$ cat config.mk
export PLATFORM = sky130hd
export DESIGN_NAME = autoneg_advertisement_register
export DESIGN_NICKNAME = d
export VERILOG_FILES = /design/src/shared/adv_pkg.sv /design/src/hw/autoneg_advertisement_register.sv
export SDC_FILE = /design/constraint.sdc
export NUM_CORES = 1
export LEC_CHECK = 0
export BUFFER_PORTS_ARGS = -buffer_cell sky130_fd_sc_hd__buf_2
export CAP_MARGIN = 25
export CORE_MARGIN = 4
export CORE_UTILIZATION = 50
export CTS_BUF_LIST = sky130_fd_sc_hd__clkbuf_2 sky130_fd_sc_hd__clkbuf_4 sky130_fd_sc_hd__clkbuf_8
export CTS_CLUSTER_SIZE = 28
export DETAILED_ROUTE_END_ITERATION = 10
export GPL_TIMING_DRIVEN = 0
export PLACE_DENSITY_LB_ADDON = 0.08
export SYNTH_ARGS = -nofsm -noshare
export SYNTH_HDL_FRONTEND = slang
export SYNTH_SLANG_ARGS = --single-unit
$ cat constraint.sdc
create_clock -name clock -period 3 [get_ports clock]
set_input_delay 0.15 -clock clock [delete_from_list [all_inputs] [get_ports clock]]
set_output_delay 0.15 -clock clock [all_outputs]
set_load 0.005 [all_outputs]
$ cat src/shared/adv_pkg.sv
// constants for the auto-negotiation advertisement register block
//
// Summary of operation
// - 16-bit advertisement word at address 0x04 forms the transmitted link code word.
// - bit 15 next page, read/write, resets to zero, advertises next-page support.
// - bit 14 reads zero; writes land only while command override is one.
// - bits 12..10 read zero; writes land only while command override is one.
// - bit 13 read/write fault flag, set on local link fault, else takes a high-lane write, else cleared.
// - bit 9 always reads zero in every mode.
// - bits 8..5 advertise 100FD, 100HD, 10FD, 10HD; each resets to one.
// - bits 8..5 read-only when mode pin low, override-gated writable when high.
// - hardware mode, autoneg pin low: no negotiation, pins fix rate and duplex.
// - hardware mode, autoneg pin high: advertise exactly one pin-selected technology.
// - status capability bits always report every supported technology.
// - selector bits 4..0 override-gated, reset to 00001.
// - software mode, autoneg enable zero: control bits fix rate and duplex.
`default_nettype none
package adv_pkg;
  // -------------------------------------------------------------------
  // bus and map
  // -------------------------------------------------------------------
  localparam int ADDR_W = 8;
  localparam logic [ADDR_W-1:0] ADV_OFFSET = 8'h04;
  localparam logic [1:0] RESP_OKAY = 2'h0;
  localparam logic [1:0] RESP_SLVERR = 2'h2;
  // -------------------------------------------------------------------
  // field positions
  // -------------------------------------------------------------------
  localparam int NP_BIT = 15;
  localparam int RSVD14_BIT = 14;
  localparam int FAULT_BIT = 13;
  localparam int RSVD_HI = 12;
  localparam int RSVD_LO = 10;
  localparam int T4_BIT = 9;
  localparam int TECH_HI = 8;
  localparam int TECH_LO = 5;
  localparam int SEL_HI = 4;
  localparam int SEL_LO = 0;
  // -------------------------------------------------------------------
  // reset values
  // -------------------------------------------------------------------
  localparam logic NP_RST = 1'b0;
  localparam logic FAULT_RST = 1'b0;
  localparam logic [3:0] RSVD_RST = 4'h0;
  localparam logic [3:0] TECH_RST = 4'hF;
  localparam logic [4:0] SEL_RST = 5'h01;
  localparam logic [3:0] STATUS_ABILITY = 4'hF;
endpackage
`default_nettype wire

$ cat src/hw/autoneg_advertisement_register.sv
// auto-negotiation advertisement register with axi4-lite slave port
//
// The AXI4-Lite register port was chosen for this implementation.
`timescale 1ns/10ps
`default_nettype none
module autoneg_advertisement_register
  import adv_pkg::*;
(
  input wire logic clock,
  input wire logic reset_n,
  input wire logic [ADDR_W-1:0] s_axi_awaddr,
  input wire logic s_axi_awvalid,
  output logic s_axi_awready,
  input wire logic [31:0] s_axi_wdata,
  input wire logic [3:0] s_axi_wstrb,
  input wire logic s_axi_wvalid,
  output logic s_axi_wready,
  output logic [1:0] s_axi_bresp,
  output logic s_axi_bvalid,
  input wire logic s_axi_bready,
  input wire logic [ADDR_W-1:0] s_axi_araddr,
  input wire logic s_axi_arvalid,
  output logic s_axi_arready,
  output logic [31:0] s_axi_rdata,
  output logic [1:0] s_axi_rresp,
  output logic s_axi_rvalid,
  input wire logic s_axi_rready,
  input wire logic mode_pin_a,
  input wire logic autoneg_select_pin,
  input wire logic rate_select_pin,
  input wire logic duplex_select_pin,
  input wire logic command_override,
  input wire logic link_fault,
  input wire logic autoneg_enable_ctrl,
  input wire logic rate_select_ctrl,
  input wire logic duplex_select_ctrl,
  output logic [15:0] link_code_word,
  output logic [3:0] reserved_aux,
  output logic autoneg_run,
  output logic speed_100,
  output logic full_duplex,
  output logic [3:0] status_ability
);

  // -------------------------------------------------------------------
  // state
  // -------------------------------------------------------------------
  typedef struct packed {
    logic [3:0] sync1;
    logic [3:0] sync2;
    logic aw_got;
    logic w_got;
    logic [ADDR_W-1:0] awaddr;
    logic [15:0] wdata;
    logic [1:0] wstrb;
    logic bvalid;
    logic [1:0] bresp;
    logic rvalid;
    logic [15:0] rdata;
    logic [1:0] rresp;
    logic np;
    logic fault;
    logic [3:0] rsvd;
    logic [3:0] tech;
    logic [4:0] sel;
    logic [15:0] lcw;
    logic an_run;
    logic spd100;
    logic fdx;
  } state_t;

  state_t state_r;
  state_t state_nxt;

  // bit order of sync: 3 mode, 2 autoneg, 1 rate, 0 duplex
  logic hw_mode;
  logic an_pin;
  logic rate_pin;
  logic dpx_pin;
  logic wr_commit;
  logic wr_hit;
  logic [15:0] view;

  assign hw_mode = ~state_r.sync2[3];
  assign an_pin = state_r.sync2[2];
  assign rate_pin = state_r.sync2[1];
  assign dpx_pin = state_r.sync2[0];

  // -------------------------------------------------------------------
  // helpers
  // -------------------------------------------------------------------
  // one-hot of 100fd, 100hd, 10fd, 10hd from rate and duplex selection
  function automatic logic [3:0] tech_onehot(input logic r100,
                                             input logic fd);
    logic [3:0] v;
    v = 4'h0;
    unique case ({r100, fd})
      2'b11: v = 4'h8;
      2'b10: v = 4'h4;
      2'b01: v = 4'h2;
      2'b00: v = 4'h1;
    endcase
    return v;
  endfunction

  // software view of the word: reserved and t4 always zero
  function automatic logic [15:0] adv_view(input state_t s,
                                           input logic hw,
                                           input logic an,
                                           input logic r100,
                                           input logic fd);
    logic [15:0] v;
    v = 16'h0000;
    v[NP_BIT] = s.np;
    v[FAULT_BIT] = s.fault;
    v[T4_BIT] = 1'b0;
    if (!hw) begin
      v[TECH_HI:TECH_LO] = s.tech;
    end else if (an) begin
      v[TECH_HI:TECH_LO] = tech_onehot(r100, fd);
    end else begin
      // undefined while negotiation is off; shown as zero
      v[TECH_HI:TECH_LO] = 4'h0;
    end
    v[SEL_HI:SEL_LO] = s.sel;
    return v;
  endfunction

  assign view = adv_view(state_r, hw_mode, an_pin, rate_pin, dpx_pin);

  // -------------------------------------------------------------------
  // bus handshakes
  // -------------------------------------------------------------------
  assign s_axi_awready = ~state_r.aw_got & ~state_r.bvalid;
  assign s_axi_wready = ~state_r.w_got & ~state_r.bvalid;
  assign s_axi_arready = ~state_r.rvalid;
  assign wr_commit = state_r.aw_got & state_r.w_got;
  assign wr_hit = wr_commit & (state_r.awaddr == ADV_OFFSET);

  // -------------------------------------------------------------------
  // next state
  // -------------------------------------------------------------------
  always_comb begin
    state_nxt = state_r;
    state_nxt.sync1 = {mode_pin_a, autoneg_select_pin, rate_select_pin,
                       duplex_select_pin};
    state_nxt.sync2 = state_r.sync1;

    if (s_axi_awvalid && s_axi_awready) begin
      state_nxt.aw_got = 1'b1;
      state_nxt.awaddr = s_axi_awaddr;
    end
    if (s_axi_wvalid && s_axi_wready) begin
      state_nxt.w_got = 1'b1;
      state_nxt.wdata = s_axi_wdata[15:0];
      state_nxt.wstrb = s_axi_wstrb[1:0];
    end
    if (state_r.bvalid && s_axi_bready) begin
      state_nxt.bvalid = 1'b0;
    end

    // write takes effect one edge after both halves are held
    if (wr_commit) begin
      state_nxt.aw_got = 1'b0;
      state_nxt.w_got = 1'b0;
      state_nxt.bvalid = 1'b1;
      state_nxt.bresp = wr_hit ? RESP_OKAY : RESP_SLVERR;
    end
    if (wr_hit && state_r.wstrb[1]) begin
      state_nxt.np = state_r.wdata[NP_BIT];
      state_nxt.fault = state_r.wdata[FAULT_BIT];
      if (command_override) begin
        // reserved bits are stored but never read back
        state_nxt.rsvd = {state_r.wdata[RSVD14_BIT],
                          state_r.wdata[RSVD_HI:RSVD_LO]};
        state_nxt.tech[3] = hw_mode ? state_r.tech[3]
                                    : state_r.wdata[TECH_HI];
      end
    end
    if (wr_hit && state_r.wstrb[0] && command_override) begin
      state_nxt.sel = state_r.wdata[SEL_HI:SEL_LO];
      if (!hw_mode) begin
        state_nxt.tech[2:0] = state_r.wdata[TECH_HI-1:TECH_LO];
      end
    end
    // local fault wins over a clearing write
    if (link_fault) begin
      state_nxt.fault = 1'b1;
    end else if (!wr_hit || !state_r.wstrb[1]) begin
      state_nxt.fault = 1'b0;
    end

    if (state_r.rvalid && s_axi_rready) begin
      state_nxt.rvalid = 1'b0;
    end
    if (s_axi_arvalid && s_axi_arready) begin
      state_nxt.rvalid = 1'b1;
      if (s_axi_araddr == ADV_OFFSET) begin
        state_nxt.rdata = view;
        state_nxt.rresp = RESP_OKAY;
      end else begin
        state_nxt.rdata = 16'h0000;
        state_nxt.rresp = RESP_SLVERR;
      end
    end

    state_nxt.lcw = view;
    if (hw_mode) begin
      state_nxt.an_run = an_pin;
      state_nxt.spd100 = rate_pin;
      state_nxt.fdx = dpx_pin;
    end else begin
      state_nxt.an_run = autoneg_enable_ctrl;
      state_nxt.spd100 = rate_select_ctrl;
      state_nxt.fdx = duplex_select_ctrl;
    end
  end

  // -------------------------------------------------------------------
  // registers
  // -------------------------------------------------------------------
  always_ff @(posedge clock or negedge reset_n) begin
    if (!reset_n) begin
      state_r <= '0;
      state_r.np <= NP_RST;
      state_r.fault <= FAULT_RST;
      state_r.rsvd <= RSVD_RST;
      state_r.tech <= TECH_RST;
      state_r.sel <= SEL_RST;
      state_r.bresp <= RESP_OKAY;
      state_r.rresp <= RESP_OKAY;
    end else begin
      state_r <= state_nxt;
    end
  end

  // -------------------------------------------------------------------
  // outputs
  // -------------------------------------------------------------------
  assign s_axi_bvalid = state_r.bvalid;
  assign s_axi_bresp = state_r.bresp;
  assign s_axi_rvalid = state_r.rvalid;
  assign s_axi_rresp = state_r.rresp;
  assign s_axi_rdata = {16'h0000, state_r.rdata};
  assign link_code_word = state_r.lcw;
  assign reserved_aux = state_r.rsvd;
  assign autoneg_run = state_r.an_run;
  assign speed_100 = state_r.spd100;
  assign full_duplex = state_r.fdx;
  // advertised bits never narrow the reported capabilities
  assign status_ability = STATUS_ABILITY;
endmodule
`default_nettype wire

==> metrics.csv <==
metric,value,unit
crit_fanout,10,
final_max_slew_viol_count,0,
antenna_found_initial,0,
final-setup-viol-count,0,
cellPowerDensity,665,nW/um^2
cts_tree,yes,
end_kind,register,
drc,0,
netlist_area,3330,um^2
h-tree-depth,3,
gp_congestion,0.762,
min_period_over_period,73.0,%
path_buf_inv,2,
grt_pass1_wl,8.74,mm
synth.distinct_cells,31,
cp-startpoint,s_axi_bvalid$_DFFE_PN0P_,
core_area,6420,um^2
worstHoldStart,rate_select_ctrl,
rsz0062_at_grt,no,
outcome,finished clean,
dr.first_iter.drc_count,73,
start_kind,register,
cts.clk_slew.worst_paths,0.08,ns
setup_tns,0,ns
synth_top_area_share,55.6,%
io_pins,136,
area_growth,29.0,%
num_vias,2069,
initial_core_util,51.9,%
antenna_cells,0,
holdWs,0.0248,ns
cap_violations,0,
crit_chain,nor2_1 -> and2_1 -> clkbuf_1 -> buf_1 -> mux2_2,
vias_per_cell,4.50,
peakVddDrop,506,uV
finalPower,2.86,mW
avgSynthCellArea,13.6,um^2
postCtsSetupRepairBufs,0,
routed_wl,5.97,mm
cts_hold_buffers,7,
rows,29,
clockBufferDepth,2,
drtPass1Iterations,4,
critPathArrivalTime,2.41,ns
synth_area_leaders,"dfrtp_1 56%, buf_4 14%, mux2_2 13%, dfstp_2 3.9%, a22o_1 3.4%",
crit_path_top_delay_cell,buf_1,
wl_per_cell,13.0,um
final_antenna_net_count,0,
clock_latency,0.33,ns
cts_root_buffer,clkbuf_8,
cpLargestDelayFamily,buffers and inverters,
synth-seq-area-share,59.5,%
synthCells,245,
cts_buffers,9,
cts_num_sinks,79,
die-area,8030,um^2
tightest_slew,0.698,ns
min_path_type,in2reg,
die_w,89.6,um
fp.dieH,89.6,um
drive_gt1_share,55.6,%
slowest_delay,0.52,ns
track_usage,15.0,%
synth_top_area_cell,dfrtp_1,
path_class,reg2reg,
portBuffers,84,
ys_warn_count,0,
period_minus_slack,2.19,ns
place_hpwl,4.46,mm
required,3.22,ns
r2r_start,s_axi_bvalid$_DFFE_PN0P_,
grt_pass1_vias,1870,
grt_overflow,0,
final_hold_viol_count,0,
fmax,457,MHz
grt_max_degree,58,
slew_headroom,53.0,%
p_leak,2.29,nW
worst_clock_skew,0.00902,ns
ys_ff_latch,79,
nNetsFinal,446,
ctsResizeCount,0,
[layout make-up]
type,instances,area [um^2]
Multi-Input combinational cell,123,951
Sequential cell,79,1980
Timing Repair Buffer,92,520
Fill cell,530,2120
Clock buffer,13,173
Clock inverter,3,65.1
Buffer,69,494
Inverter,4,15.0
Tap cell,77,96.3
[state kept, by name (all words and copies together), names as in the netlist]
signal          count
full_duplex         1
s_axi_rdata        11
an_pin              1
reserved_aux        4
link_code_word     11
s_axi_bresp         1
rate_pin            1
autoneg_run         1
state_r            32
state_nxt          11
s_axi_rvalid        1
dpx_pin             1
s_axi_bvalid        1
speed_100           1
s_axi_rresp         1
[cell families after synthesis]
family | synth area share [%]
flops | 59.5
compound gates | 5.41
other cells | 0.225
simple gates | 5.22
buf+inv | 15.3
mux | 14.3
[routing by layer]
metal	global-route usage, %	up-vias	wire length [um]
li1	-	1018	-
met1	18.8	974	2480
met2	24.1	73	2950
met3	4.84	4	485
met4	6.50	0	55
met5	0	-	0
[worst paths after layout]
kind | depth (start not counted) | slack, ns | end
max reg2reg | 5 | 0.81 | state_r[71]$_DFFE_PN0P_
max in group asynchronous | 3 | 2.13 | state_r[26]$_DFFE_PN1P_
min reg2reg | 0 | 0.35 | state_r[87]$_DFF_PN0_
max | 5 | 0.81 | state_r[71]$_DFFE_PN0P_
min in group asynchronous | 2 | 0.26 | state_r[72]$_DFFE_PN0P_
min | 2 | 0.02 | speed_100$_DFF_PN0_
[power by group]
part           switching (mW)  internal [mW]
clock                   0.353          0.545
sequential              0.119           1.29
combinational           0.231          0.321
[synthesized netlist by cell type, drive strengths merged]
cell    instances
nor4            5
a32o            2
buf            64
and3            1
a21oi           1
o21ai           2
conb            2
or4             2
mux2           41
dfstp           5
nand3           2
and2            2
nor2            6
o21bai          1
inv             4
or4b            1
nor2b           3
nor3            1
a21o            2
clkbuf          5
a31o            1
dfrtp          74
nand2           4
a22o           13
nor4b           1
[stage by stage]
stage	utilization (%)	area [um^2]	worst slack, ns	instances
detailed placement	62.1	3990	0.775	437
floorplan	-	3440	0.943	275
CTS	66.9	4300	0.754	460
global placement	61.7	3960	0.816	436
global route	66.9	4300	0.593	460
finish	66.9	4300	0.810	460
[cell usage in the layout (no fill, tap or decap)]
cell type      instances
dlygate4sd3_1          7
or4_1                  1
nor4_1                 4
mux2_2                37
o21ai_0                2
buf_4                 61
nor2_1                 6
a22o_1                13
a31o_2                 1
nor4b_1                1
inv_1                  4
bufinv_16              2
buf_6                  1
nand2_1                4
buf_1                  1
nand3_1                2
clkbuf_8              12
and2_1                 2
mux2_4                 4
conb_1                32
a21o_1                 2
and3_1                 1
clkinv_2               1
or4_4                  1
dfstp_2                5
a21oi_1                1
nor2b_1                3
dfrtp_1               74
buf_16                 1
a32o_1                 2
clkbuf_1               5
o21bai_1               1
clkbuf_4               1
or4b_1                 1
nor4_4                 1
buf_2                 85
nor3_1                 1
(Power assumes the default switching activity.)
